`config.mk`:
```
export PLATFORM = sky130hd
export DESIGN_NAME = power_good_tree_select
export DESIGN_NICKNAME = d
export VERILOG_FILES = /design/src/power_good_tree_select.v /design/src/pg_combine.v
export VERILOG_INCLUDE_DIRS = /design/src /design/src/src
export SDC_FILE = /design/constraint.sdc
export NUM_CORES = 1
export LEC_CHECK = 0
export ABC_AREA = 1
export BUFFER_PORTS_ARGS = -buffer_cell sky130_fd_sc_hd__buf_2
export CORE_MARGIN = 2
export CORE_UTILIZATION = 43
export CTS_CLUSTER_DIAMETER = 30
export DETAILED_ROUTE_END_ITERATION = 16
export PLACE_DENSITY_LB_ADDON = 0.1
export SLEW_MARGIN = 5
export SYNTH_ARGS = -nofsm -noshare
export SYNTH_HDL_FRONTEND = slang
export SYNTH_HIERARCHICAL = 1
export SYNTH_SLANG_ARGS = --single-unit
```
`constraint.sdc`:
```
create_clock -name clk -period 1.2 [get_ports clk]
set_input_delay 0.18 -clock clk [delete_from_list [all_inputs] [get_ports clk]]
set_output_delay 0.18 -clock clk [all_outputs]
set_load 0.02 [all_outputs]
```
`src/pg_tree_consts.vh`:
```
// register offsets, field positions and reset values of the power-good
// mask bank; included by the mask bank and its combining tree.
// Contract
// out1 mask b bits 7..4 exclude control inputs 5,4,2,1 when set.
// out1 mask b bits 3..0 exclude termination, shared slot, b1, a3.
// shared slot carries converter b2 or regulator a1, chosen by otp.
// out4 mask a bit 7 excludes regulator a2, bit 6 converter a1.
// out4 mask a bits 5..0 exclude step-down controllers 6..1.
// out4 mask b bits 7..4 exclude control inputs 5,4,2,1 when set.
// out4 mask b bits 3..0 exclude termination, shared slot, b1, a3.
// every out4 mask bit is readable and writable by software.
// out1 mask b answers at offset A5h.
// output is good only when every included input is good.
`ifndef PG_TREE_CONSTS_VH
`define PG_TREE_CONSTS_VH
`define PG_OFS_OUT1_MASK_B 8'hA5
`define PG_OFS_OUT4_MASK_A 8'hA6
`define PG_OFS_OUT4_MASK_B 8'hA7
`define PG_MASK_RESET      8'h00
// mask b field positions
`define PG_B_CIN5   7
`define PG_B_CIN4   6
`define PG_B_CIN2   5
`define PG_B_CIN1   4
`define PG_B_TERM   3
`define PG_B_SHARED 2
`define PG_B_CONVB1 1
`define PG_B_REGA3  0
// mask a field positions
`define PG_A_REGA2  7
`define PG_A_CONVA1 6
`define PG_A_CTRL6  5
`define PG_A_CTRL5  4
`define PG_A_CTRL4  3
`define PG_A_CTRL3  2
`define PG_A_CTRL2  1
`define PG_A_CTRL1  0
`endif

```
`src/power_good_tree_select.v`:
```
// power-good mask bank for outputs 1 and 4 with register port.
// assumes rail and control-pin levels are asynchronous to clk.
`timescale 1ns/100ps
`include "pg_tree_consts.vh"
module power_good_tree_select (
  // clock and control
  input  wire       clk,
  input  wire       reset,
  input  wire       ce,
  // register port
  input  wire [7:0] addr,
  input  wire [7:0] wdata,
  input  wire       wr,
  input  wire       rd,
  output reg  [7:0] rdata_r,
  // rail power-good levels
  input  wire [5:0] step_down_controller_good,
  input  wire       converter_a1_good,
  input  wire       regulator_a2_good,
  input  wire       regulator_a3_good,
  input  wire       converter_b1_good,
  input  wire       converter_b2_good,
  input  wire       regulator_a1_good,
  input  wire       termination_regulator_good,
  // control pin levels
  input  wire       control_input_1,
  input  wire       control_input_2,
  input  wire       control_input_4,
  input  wire       control_input_5,
  // otp selection of shared slot: 0 converter b2, 1 regulator a1
  input  wire       otp_shared_slot_sel,
  // aggregated outputs
  output wire       power_good_output_1,
  output wire       power_good_output_4
);
  // positions of each level in the synchroniser word
  localparam SI_CTRL1  = 0;
  localparam SI_CTRL2  = 1;
  localparam SI_CTRL3  = 2;
  localparam SI_CTRL4  = 3;
  localparam SI_CTRL5  = 4;
  localparam SI_CTRL6  = 5;
  localparam SI_CONVA1 = 6;
  localparam SI_REGA2  = 7;
  localparam SI_REGA3  = 8;
  localparam SI_CONVB1 = 9;
  localparam SI_CONVB2 = 10;
  localparam SI_REGA1  = 11;
  localparam SI_TERM   = 12;
  localparam SI_CIN1   = 13;
  localparam SI_CIN2   = 14;
  localparam SI_CIN4   = 15;
  localparam SI_CIN5   = 16;
  localparam SI_OTP    = 17;
  localparam SYNC_W    = 18;
  localparam NCTRL     = 6;
  localparam MASK_W    = 8;

  // mask registers and their next values
  reg  [MASK_W-1:0]   pg_out1_rail_mask_b_r;
  reg  [MASK_W-1:0]   pg_out4_rail_mask_a_r;
  reg  [MASK_W-1:0]   pg_out4_rail_mask_b_r;
  reg  [MASK_W-1:0]   pg_out1_rail_mask_b_nxt;
  reg  [MASK_W-1:0]   pg_out4_rail_mask_a_nxt;
  reg  [MASK_W-1:0]   pg_out4_rail_mask_b_nxt;
  reg  [MASK_W-1:0]   rdata_nxt;

  // two-stage synchroniser
  reg  [SYNC_W-1:0]   sync1_r;
  reg  [SYNC_W-1:0]   sync2_r;
  wire [SYNC_W-1:0]   raw_in;

  // synchronised rail levels
  wire [NCTRL-1:0]    ctrl_good_s;
  wire                conv_a1_good_s;
  wire                reg_a2_good_s;
  wire                reg_a3_good_s;
  wire                conv_b1_good_s;
  wire                conv_b2_good_s;
  wire                reg_a1_good_s;
  wire                term_good_s;

  // synchronised pin levels
  wire                cin1_s;
  wire                cin2_s;
  wire                cin4_s;
  wire                cin5_s;
  wire                otp_sel_s;

  // tree inputs
  wire                shared_good;
  wire [MASK_W-1:0]   good_a;
  wire [MASK_W-1:0]   good_b;
  wire [2*MASK_W-1:0] good_4;
  wire [2*MASK_W-1:0] excl_4;

  // register decode
  wire                hit_out1_b;
  wire                hit_out4_a;
  wire                hit_out4_b;
  wire                we_out1_b;
  wire                we_out4_a;
  wire                we_out4_b;

  function sel;
    input [7:0] a;
    input [7:0] ofs;
    begin
      sel = (a == ofs);
    end
  endfunction

  // next value of one mask register
  function [7:0] mask_next;
    input [7:0] cur;
    input [7:0] d;
    input       we;
    begin
      if (we) begin
        mask_next = d;
      end else begin
        mask_next = cur;
      end
    end
  endfunction

  // shared slot source: 0 converter b2, 1 regulator a1
  function shared_pick;
    input otp_sel;
    input b2_good;
    input a1_good;
    begin
      if (otp_sel) begin
        shared_pick = a1_good;
      end else begin
        shared_pick = b2_good;
      end
    end
  endfunction

  // a pin change reaches an output on the third edge;
  // a mask write reaches it on the edge after it lands.

  // gather the asynchronous rail levels
  assign raw_in[SI_CTRL1 +: NCTRL] = step_down_controller_good;
  assign raw_in[SI_CONVA1]         = converter_a1_good;
  assign raw_in[SI_REGA2]          = regulator_a2_good;
  assign raw_in[SI_REGA3]          = regulator_a3_good;
  assign raw_in[SI_CONVB1]         = converter_b1_good;
  assign raw_in[SI_CONVB2]         = converter_b2_good;
  assign raw_in[SI_REGA1]          = regulator_a1_good;
  assign raw_in[SI_TERM]           = termination_regulator_good;

  // gather the asynchronous pin levels
  assign raw_in[SI_CIN1]           = control_input_1;
  assign raw_in[SI_CIN2]           = control_input_2;
  assign raw_in[SI_CIN4]           = control_input_4;
  assign raw_in[SI_CIN5]           = control_input_5;
  assign raw_in[SI_OTP]            = otp_shared_slot_sel;

  // only the second stage reads the first
  always @(posedge clk) begin
    if (reset) begin
      sync1_r <= {SYNC_W{1'b0}};
      sync2_r <= {SYNC_W{1'b0}};
    end else if (ce) begin
      sync1_r <= raw_in;
      sync2_r <= sync1_r;
    end
  end

  // synchronised rail levels by name
  assign ctrl_good_s    = sync2_r[SI_CTRL1 +: NCTRL];
  assign conv_a1_good_s = sync2_r[SI_CONVA1];
  assign reg_a2_good_s  = sync2_r[SI_REGA2];
  assign reg_a3_good_s  = sync2_r[SI_REGA3];
  assign conv_b1_good_s = sync2_r[SI_CONVB1];
  assign conv_b2_good_s = sync2_r[SI_CONVB2];
  assign reg_a1_good_s  = sync2_r[SI_REGA1];
  assign term_good_s    = sync2_r[SI_TERM];

  // synchronised pin levels by name
  assign cin1_s         = sync2_r[SI_CIN1];
  assign cin2_s         = sync2_r[SI_CIN2];
  assign cin4_s         = sync2_r[SI_CIN4];
  assign cin5_s         = sync2_r[SI_CIN5];
  assign otp_sel_s      = sync2_r[SI_OTP];

  // shared slot source picked by otp, not by a register
  assign shared_good = shared_pick(otp_sel_s, conv_b2_good_s,
                                   reg_a1_good_s);

  // mask b layout, same for out1 and out4
  assign good_b[`PG_B_CIN5]   = cin5_s;
  assign good_b[`PG_B_CIN4]   = cin4_s;
  assign good_b[`PG_B_CIN2]   = cin2_s;
  assign good_b[`PG_B_CIN1]   = cin1_s;
  assign good_b[`PG_B_TERM]   = term_good_s;
  assign good_b[`PG_B_SHARED] = shared_good;
  assign good_b[`PG_B_CONVB1] = conv_b1_good_s;
  assign good_b[`PG_B_REGA3]  = reg_a3_good_s;

  // mask a layout: regulator a2, converter a1, controllers 6..1
  assign good_a[`PG_A_REGA2]  = reg_a2_good_s;
  assign good_a[`PG_A_CONVA1] = conv_a1_good_s;
  assign good_a[`PG_A_CTRL6]  = ctrl_good_s[5];
  assign good_a[`PG_A_CTRL5]  = ctrl_good_s[4];
  assign good_a[`PG_A_CTRL4]  = ctrl_good_s[3];
  assign good_a[`PG_A_CTRL3]  = ctrl_good_s[2];
  assign good_a[`PG_A_CTRL2]  = ctrl_good_s[1];
  assign good_a[`PG_A_CTRL1]  = ctrl_good_s[0];

  // out4 tree: mask a above mask b
  assign good_4[2*MASK_W-1:MASK_W] = good_a;
  assign good_4[MASK_W-1:0]        = good_b;
  assign excl_4[2*MASK_W-1:MASK_W] = pg_out4_rail_mask_a_r;
  assign excl_4[MASK_W-1:0]        = pg_out4_rail_mask_b_r;

  // register decode
  assign hit_out1_b = sel(addr, `PG_OFS_OUT1_MASK_B);
  assign hit_out4_a = sel(addr, `PG_OFS_OUT4_MASK_A);
  assign hit_out4_b = sel(addr, `PG_OFS_OUT4_MASK_B);

  // a write lands only on a mapped offset
  assign we_out1_b  = wr & hit_out1_b;
  assign we_out4_a  = wr & hit_out4_a;
  assign we_out4_b  = wr & hit_out4_b;

  // next mask values
  always @* begin
    pg_out1_rail_mask_b_nxt = mask_next(pg_out1_rail_mask_b_r, wdata,
                                        we_out1_b);
    pg_out4_rail_mask_a_nxt = mask_next(pg_out4_rail_mask_a_r, wdata,
                                        we_out4_a);
    pg_out4_rail_mask_b_nxt = mask_next(pg_out4_rail_mask_b_r, wdata,
                                        we_out4_b);
  end

  // mask registers
  always @(posedge clk) begin
    if (reset) begin
      pg_out1_rail_mask_b_r <= `PG_MASK_RESET;
      pg_out4_rail_mask_a_r <= `PG_MASK_RESET;
      pg_out4_rail_mask_b_r <= `PG_MASK_RESET;
    end else if (ce) begin
      pg_out1_rail_mask_b_r <= pg_out1_rail_mask_b_nxt;
      pg_out4_rail_mask_a_r <= pg_out4_rail_mask_a_nxt;
      pg_out4_rail_mask_b_r <= pg_out4_rail_mask_b_nxt;
    end
  end

  // read data stands one cycle after rd, zero otherwise
  always @* begin
    rdata_nxt = 8'h00;
    if (rd) begin
      if (hit_out1_b) begin
        rdata_nxt = pg_out1_rail_mask_b_r;
      end else if (hit_out4_a) begin
        rdata_nxt = pg_out4_rail_mask_a_r;
      end else if (hit_out4_b) begin
        rdata_nxt = pg_out4_rail_mask_b_r;
      end else begin
        rdata_nxt = 8'h00;
      end
    end
  end

  always @(posedge clk) begin
    if (reset) begin
      rdata_r <= 8'h00;
    end else if (ce) begin
      rdata_r <= rdata_nxt;
    end
  end

  // out1 tree, mask b only here
  pg_combine #(
    .WIDTH (MASK_W)
  ) u_out1 (
    .clk      (clk),
    .reset    (reset),
    .ce       (ce),
    .good     (good_b),
    .exclude  (pg_out1_rail_mask_b_r),
    .pg_out_r (power_good_output_1)
  );

  // out4 tree, both masks
  pg_combine #(
    .WIDTH (2*MASK_W)
  ) u_out4 (
    .clk      (clk),
    .reset    (reset),
    .ce       (ce),
    .good     (good_4),
    .exclude  (excl_4),
    .pg_out_r (power_good_output_4)
  );
endmodule

```
`src/pg_combine.v`:
```
// one power-good tree: and of every input whose exclude bit is clear.
// assumes inputs already synchronised to clk.
`timescale 1ns/100ps
`include "pg_tree_consts.vh"
module pg_combine #(
  parameter WIDTH = 8
) (
  // clock and control
  input  wire             clk,
  input  wire             reset,
  input  wire             ce,
  // tree inputs
  input  wire [WIDTH-1:0] good,
  input  wire [WIDTH-1:0] exclude,
  // result
  output reg              pg_out_r
);
  always @(posedge clk) begin
    if (reset) begin
      pg_out_r <= 1'b0;
    end else if (ce) begin
      // all excluded gives good
      pg_out_r <= &(good | exclude);
    end
  end
endmodule

```
==> impl_metrics.py, run 1 <==
metrics = {
    "outcome": {
        "run_status": "finished, final reports clean",
    },
    "timing": {
        "setup-violations-final": 0,
        "grt_setup_unrepaired": "true",
        "fmaxAchievable_ghz": 0.9000,
        "slew_violations": 0,
        "final_hold_viol_count": 0,
        "timing_worst_slew_pin_value_ns": 0.3248,
        "worst_slew_margin_rel": 0.7835,
        "finalCritPeriodShare": 0.9259,
        "tns_ns": 0,
        "worst_hold_slack_ns": 0.04741,
        "clock-skew-final_ns": 0.008189,
        "min_period_ns": 1.111,
    },
    "routing": {
        "vias_per_cell": 4.745,
        "vias": 2790,
        "route.antenna.remaining_nets": 0,
        "drt_first_iter_violations": 207,
        "drc": 0,
        "firstDrtPassIters": 4,
        "routed_wire_length_per_instance_um": 12.12,
        "finalWirelength_um": 7125,
    },
    "pwr": {
        "leakage_nw": 1.594,
        "design_power_total_mw": 5.180,
        "vdd.ir_drop.worst_mv": 0.8411,
        "power.density_cell_area_mw_per_mm2": 1389,
    },
    "synth": {
        "synthDistinctLibCells": 24,
        "synth.yosys.warnings": 6,
        "postSynthNetCount": 478,
        "postSynthRegisterBits": 70,
        "synth-edff-count": 0,
        "dominantRegCellSynth": "sky130_fd_sc_hd__dfxtp_1",
        "synth_top_cell_area_share": 0.4516,
        "postSynthAreaPerCell_um2": 7.068,
        "synth_most_common_cell": "sky130_fd_sc_hd__nor2_1",
        "synthArstFlopShare": 0,
        "fraction_of_the_yosys_area_taken_by_sequential_cells": 0.4516,
        "synth.top_cells.by_count": "sky130_fd_sc_hd__nor2_1, sky130_fd_sc_hd__dfxtp_1, sky130_fd_sc_hd__o21ai_0, sky130_fd_sc_hd__inv_1, sky130_fd_sc_hd__nand2_1",
        "netlist_instances": 439,
        "synth_largest_area_cell": "sky130_fd_sc_hd__dfxtp_1",
        "synth_area_leaders": "sky130_fd_sc_hd__dfxtp_1, sky130_fd_sc_hd__nor2_1, sky130_fd_sc_hd__o21ai_0, sky130_fd_sc_hd__inv_1, sky130_fd_sc_hd__nand2_1",
        "mappedNetlistArea_mm2": 0.003103,
    },
    "setup_path": {
        "flop2flop_setup_slack_ns": 0.09,
        "endpoint_kind": "flop",
        "crit_type": "reg2reg",
        "ff2ff_path_depth": 8,
        "worstSetupStartpointType": "flop",
        "worst-endpoint-required_ns": 1.49,
        "cp-startpoint": "sync2_r[10]",
        "r2r-end": "u_out4/pg_out_r",
        "critical_path.reg2reg.startpoint": "sync2_r[10]",
        "path_max_fanout": 2,
        "crit_arrival_ns": 1.40,
    },
    "cells_and_area": {
        "area_of_the_multi_input_gates_mm2": 0.001371,
        "antenna_cells": 0,
        "stdcell_count": 588,
        "drive_above_1_share": 0.2033,
        "filler_cell_count": 730,
        "final-seq-area_mm2": 0.001405,
        "finalNetCount": 527,
        "final_core_util": 0.5400,
        "syn_to_final_growth_pct": 20.20,
    },
    "clock_tree": {
        "htree_levels": 3,
        "path_clk_slew_ns": 0.07,
        "clock-root-buffer": "sky130_fd_sc_hd__clkbuf_8",
        "clk_latency_ns": 0.35,
        "clock_sinks": 70,
        "tritoncts": "built",
        "cts_inserted_buffers": 9,
        "cts_max_path_buffers": 2,
        "cts.repair_timing.setup_buffer_count": 0,
    },
    "placement": {
        "detailed_place_hpwl_um": 5125,
        "numPlacedInstances": 573,
        "gp_congestion": 0.8166,
        "buffer_ports.inserted": 48,
    },
    "global_routing": {
        "grt_overflow": 0,
        "grt_max_degree": 61,
        "first_pass_grt_wire_length_um": 12150,
        "globalRouteTotalUtil": 0.2000,
        "grt_antenna_before_repair": 0,
        "via_count_of_the_first_global_routing_pass": 2553,
    },
    "floorplan": {
        "floorplan.rows": 30,
        "top_ports": 49,
        "floorplan.die_area_mm2": 0.007912,
        "die-width_um": 88.95,
        "initial_utilization": 0.4493,
        "die_y_um": 88.95,
        "floorplan.core_area_mm2": 0.006907,
    },
    "worst_hold_path": {
        "endpoint_with_the_worst_hold_slack": "sync1_r[8]",
        "worst_min_path_class": "in2reg",
        "timing.hold.worst.start": "regulator_a3_good",
        "hold_depth": 3,
    },
    "flow_run": {
        "timing.max_cap.violations": 0,
    },
}
## layer usage
metal  global-route usage  vias up  share of wire
met2               0.3155       61           0.45
met4              0.05020        0          0.011
met3              0.05910        8          0.042
met1               0.2711     1232           0.50
met5                    0        -              0
li1                     -     1489              -
## metrics by stage
stage	cell area [µm²]	setup slack, ns
after detailed placement	3477	-0.1073
final	3730	0.08887
after CTS	3722	0.03873
after floorplan	3103	0.1400
after global routing	3730	-0.02946
after global placement	3477	-0.03191
## where the power goes
part / internal (mW) / leakage, nW / total, mW / switching [mW]
Sequential: 2.41 / 0.574 / 2.45 / 0.0463
Combinational: 0.167 / 0.898 / 0.418 / 0.251
Clock: 1.43 / 0.123 / 2.31 / 0.876
Total: 4.01 / 1.59 / 5.18 / 1.17
## cell type report
class                           count  share of cell area
Clock buffer                       10             0.03690
Inverter                           56             0.05636
Clock inverter                      5             0.02885
Sequential cell                    70              0.3767
Timing Repair Buffer               58              0.1013
Tap cell                           96             0.03220
Multi-Input combinational cell    293              0.3677
## state kept, by name (all words and copies together) (netlist names)
| name | cells |
|---|---|
| u_out1/pg_out_r | 1 |
| pg_out4_rail_mask_a_r | 8 |
| u_out4/pg_out_r | 1 |
| mask_next.cur | 8 |
| rdata_r | 8 |
| sync1_r | 18 |
| sync2_r | 18 |
| pg_out1_rail_mask_b_r | 8 |
## timing repair
action,4_1_cts,5_1_grt
setup endpoints to repair,1,2
hold buffers,0,0
gates resized for setup,1,5
## how the worst max path moves through the flow
stage | end | depth (start not counted)
after floorplan | mask_next.cur[5] | 8
after global placement | pg_out1_rail_mask_b_r[2] | 7
after detailed placement | pg_out1_rail_mask_b_r[0] | 7
after CTS | u_out4/pg_out_r | 8
after global routing | u_out4/pg_out_r | 8
final | u_out4/pg_out_r | 8
## kinds of logic (layout without fill, tap and decap cells)
| kind of cell | after synthesis | count (layout) | synth area share |
|---|---|---|---|
| and+or+nand+nor | 190 | 190 | 0.2641 |
| AOI/OAI and AO/OA | 103 | 103 | 0.1766 |
| buffers and inverters | 76 | 129 | 0.1077 |
| DFF | 70 | 70 | 0.4516 |
## critical path, stage by stage, from the launching register on
cell and delay [ns]:
sky130_fd_sc_hd__dfxtp_2 0.33, sky130_fd_sc_hd__inv_2 0.04, sky130_fd_sc_hd__o21ai_2 0.14, sky130_fd_sc_hd__nor2_1 0.06, sky130_fd_sc_hd__nor2_1 0.09, sky130_fd_sc_hd__nand3_1 0.09
sky130_fd_sc_hd__nor2_1 0.09, sky130_fd_sc_hd__nand2_1 0.11, sky130_fd_sc_hd__a21oi_2 0.12
## cell usage in the layout (no fill, tap or decap)
cell,instances
sky130_fd_sc_hd__a21oi_1,36
sky130_fd_sc_hd__nand3_4,1
sky130_fd_sc_hd__nand3_1,25
sky130_fd_sc_hd__nand2_1,50
sky130_fd_sc_hd__a21oi_2,5
sky130_fd_sc_hd__buf_2,48
sky130_fd_sc_hd__nor2_1,101
sky130_fd_sc_hd__nand2_4,1
sky130_fd_sc_hd__dfxtp_1,67
sky130_fd_sc_hd__clkbuf_8,10
sky130_fd_sc_hd__inv_1,51
sky130_fd_sc_hd__inv_2,4
sky130_fd_sc_hd__bufinv_16,3
sky130_fd_sc_hd__buf_12,5
sky130_fd_sc_hd__clkinv_1,1
sky130_fd_sc_hd__o21ai_0,56
sky130_fd_sc_hd__buf_4,5
sky130_fd_sc_hd__nor2_2,1
sky130_fd_sc_hd__clkinv_4,2
sky130_fd_sc_hd__nand2_2,3
sky130_fd_sc_hd__nor2_4,4
sky130_fd_sc_hd__dfxtp_2,3
sky130_fd_sc_hd__o21ai_1,1
sky130_fd_sc_hd__o21ai_2,4
sky130_fd_sc_hd__o21bai_1,1
sky130_fd_sc_hd__nand3_2,1
sky130_fd_sc_hd__or2_1,2
sky130_fd_sc_hd__or2_0,1
(Power assumes the default switching activity.)
==> run 2: changes to the inputs <==
Clock period 1.2 ns to 1.4 ns, I/O delays scaled along.
==> impl_metrics.py, run 2 (same netlist as run 1, synthesis figures left out) <==
metrics = {
    "worst_hold_path": {
        "worst_min_path_class": "in2reg",
        "endpoint_with_the_worst_hold_slack": "sync1_r[5]",
        "hold_depth": 3,
        "timing.hold.worst.start": "step_down_controller_good[5]",
    },
    "floorplan": {
        "die-width_um": 88.95,
        "top_ports": 49,
        "floorplan.die_area_mm2": 0.007912,
        "initial_utilization": 0.4493,
        "floorplan.core_area_mm2": 0.006907,
        "die_y_um": 88.95,
        "floorplan.rows": 30,
    },
    "setup_path": {
        "critical_path.reg2reg.startpoint": "sync2_r[10]",
        "critPathMaxStageDelay_ns": 0.31,
        "worstSetupStartpointType": "flop",
        "critical_path.n_buffers_inverters": 1,
        "list_of_cells_traversed_by_the_critical_path": "inv_1 > o21ai_0 > nor2_1 > nor2_1 > nand3_1 > nor2_1 > nand2_1 > a21oi_2",
        "cp-startpoint": "sync2_r[10]",
        "path_common_cell": "sky130_fd_sc_hd__nor2_1",
        "crit_type": "reg2reg",
        "flop2flop_setup_slack_ns": 0.18,
        "worst-endpoint-required_ns": 1.68,
        "path_delay_family": "simple AND/OR/NAND/NOR gates",
        "crit_arrival_ns": 1.50,
        "r2r-end": "u_out4/pg_out_r",
        "worst_path_max_delay_cell": "sky130_fd_sc_hd__dfxtp_1",
        "path_max_fanout": 2,
        "endpoint_kind": "flop",
        "ff2ff_path_depth": 8,
    },
    "cells_and_area": {
        "finalNetCount": 524,
        "fin_area_mm2": 0.003585,
        "antenna_cells": 0,
        "final-seq-area_mm2": 0.001401,
        "layout_top_registers": "sync1_r x18, sync2_r x18",
        "final_cell_mix": "sky130_fd_sc_hd__nor2_1, sky130_fd_sc_hd__dfxtp_1, sky130_fd_sc_hd__o21ai_0",
        "final_core_util": 0.5190,
        "syn_to_final_growth_pct": 15.52,
        "layout_commonest_cell": "sky130_fd_sc_hd__nor2_1",
        "filler_cell_count": 750,
        "area_of_the_multi_input_gates_mm2": 0.001368,
        "drive_above_1_share": 0.1857,
    },
    "routing": {
        "finalWirelength_um": 7167,
        "firstDrtPassIters": 5,
        "m1WireLength_um": 3601,
        "route.antenna.remaining_nets": 0,
        "vias_per_cell": 4.756,
        "vias": 2787,
        "drt_first_iter_violations": 140,
        "wl_met2_um": 3240,
        "drc": 0,
        "routed_wire_length_per_instance_um": 12.23,
        "wl_met3_um": 229,
        "top_signal_layer_used": "met4",
    },
    "clock_tree": {
        "cts_inserted_buffers": 9,
        "clock-root-buffer": "sky130_fd_sc_hd__clkbuf_8",
        "ctsHoldBuffers": 0,
        "htree_levels": 3,
        "postCtsResizedCells": 0,
        "cts_max_path_buffers": 2,
        "tritoncts": "built",
        "cts.repair_timing.setup_buffer_count": 0,
        "clk_latency_ns": 0.33,
        "path_clk_slew_ns": 0.07,
        "clock_sinks": 70,
    },
    "pwr": {
        "leakage_nw": 1.531,
        "p_sw_frac": 0.2536,
        "netSwitchingPower_mw": 0.9798,
        "pwr-share-seq": 0.544,
        "comb_power_share": 0.090,
        "vdd.ir_drop.worst_mv": 0.6179,
        "power.density_cell_area_mw_per_mm2": 1078,
        "cellInternalPower_mw": 2.883,
        "clockPowerShare": 0.366,
    },
    "global_routing": {
        "grt_overflow": 0,
        "grt_antenna_before_repair": 0,
        "globalRouteTotalUtil": 0.1975,
        "first_pass_grt_wire_length_um": 12030,
        "via_count_of_the_first_global_routing_pass": 2501,
        "grt_max_degree": 61,
    },
    "timing": {
        "clock-skew-final_ns": 0.003440,
        "grt_setup_unrepaired": "false",
        "min_period_ns": 1.224,
        "finalCritPeriodShare": 0.8746,
        "final_hold_viol_count": 0,
        "timing_worst_slew_pin_value_ns": 0.2982,
        "finalWorstSetupSlack_ns": 0.1756,
        "fmaxAchievable_ghz": 0.8167,
        "setup-violations-final": 0,
        "worst_slew_margin_rel": 0.8010,
        "slew_violations": 0,
    },
    "placement": {
        "gp_congestion": 0.8292,
        "buffer_ports.inserted": 48,
        "detailed_place_hpwl_um": 5186,
        "placedInstanceArea_mm2": 0.003417,
        "pre_cts_ws_ns": -0.0001679,
    },
    "flow_run": {
        "timing.max_cap.violations": 0,
    },
    "outcome": {
        "run_status": "finished, final reports clean",
    },
}
## run 2: changes by cell type in the layout (fill, tap and decap cells not counted)
cell,change
sky130_fd_sc_hd__inv_1,+1
sky130_fd_sc_hd__inv_2,-1
sky130_fd_sc_hd__clkbuf_1,+2
sky130_fd_sc_hd__dfxtp_2,-3
sky130_fd_sc_hd__bufinv_16,-3
sky130_fd_sc_hd__o21ai_2,-1
sky130_fd_sc_hd__clkinv_2,+3
sky130_fd_sc_hd__buf_12,-3
sky130_fd_sc_hd__dfxtp_1,+3
sky130_fd_sc_hd__clkinv_4,-2
sky130_fd_sc_hd__clkinvlp_4,+1
sky130_fd_sc_hd__o21ai_0,+1
## run 2: how the worst max path moves through the flow
stage,to,slack (ns),cells past startpoint
2_1_floorplan,mask_next.cur[5],0.31,8
3_3_place_gp,pg_out1_rail_mask_b_r[3],-0.0009,7
3_5_place_dp,pg_out1_rail_mask_b_r[3],-0.0002,7
4_1_cts,u_out4/pg_out_r,0.19,8
5_1_grt,u_out4/pg_out_r,0.08,8
6_report,u_out4/pg_out_r,0.18,8
## run 2: power by group through the flow
stage                     logic, mW  registers (mW)  clock network [mW]
after floorplan               0.224            2.14                   0
after global placement        0.345            2.15                   0
after detailed placement      0.350            2.15                   0
after CTS                     0.353            2.10                1.47
after global routing          0.401            2.11                1.58
final                         0.348            2.10                1.41
## run 2: worst reg2reg max path, cell delays in order, from the launching register on
cell	delay (ns)
sky130_fd_sc_hd__dfxtp_1	0.31
sky130_fd_sc_hd__inv_1	0.04
sky130_fd_sc_hd__o21ai_0	0.23
sky130_fd_sc_hd__nor2_1	0.07
sky130_fd_sc_hd__nor2_1	0.09
sky130_fd_sc_hd__nand3_1	0.09
sky130_fd_sc_hd__nor2_1	0.09
sky130_fd_sc_hd__nand2_1	0.11
sky130_fd_sc_hd__a21oi_2	0.13
## run 2: layout make-up
cell class / count / area share
Timing Repair Buffer: 55 / 0.08866
Clock inverter: 4 / 0.006283
Sequential cell: 70 / 0.3909
Clock buffer: 12 / 0.04049
Multi-Input combinational cell: 293 / 0.3815
Tap cell: 96 / 0.03351
Inverter: 56 / 0.05864
## run 2: per-layer routing
metal  up-vias  GRT usage
met5         -          0
met1      1250     0.2755
li1       1477          -
met2        52     0.3026
met3         8    0.03693
met4         0    0.08005
## run 2: stage by stage
step / std cells / hold slack (ns) / TNS (ns) / power [mW]
after global routing: 586 / 0.08883 / 0 / 4.090
after global placement: 570 / 0.4300 / -0.0008521 / 2.491
after CTS: 586 / 0.07721 / 0 / 3.927
after floorplan: 439 / 0.2724 / 0 / 2.360
after detailed placement: 570 / 0.4369 / -0.0001679 / 2.497
final: 586 / 0.09297 / 0 / 3.863
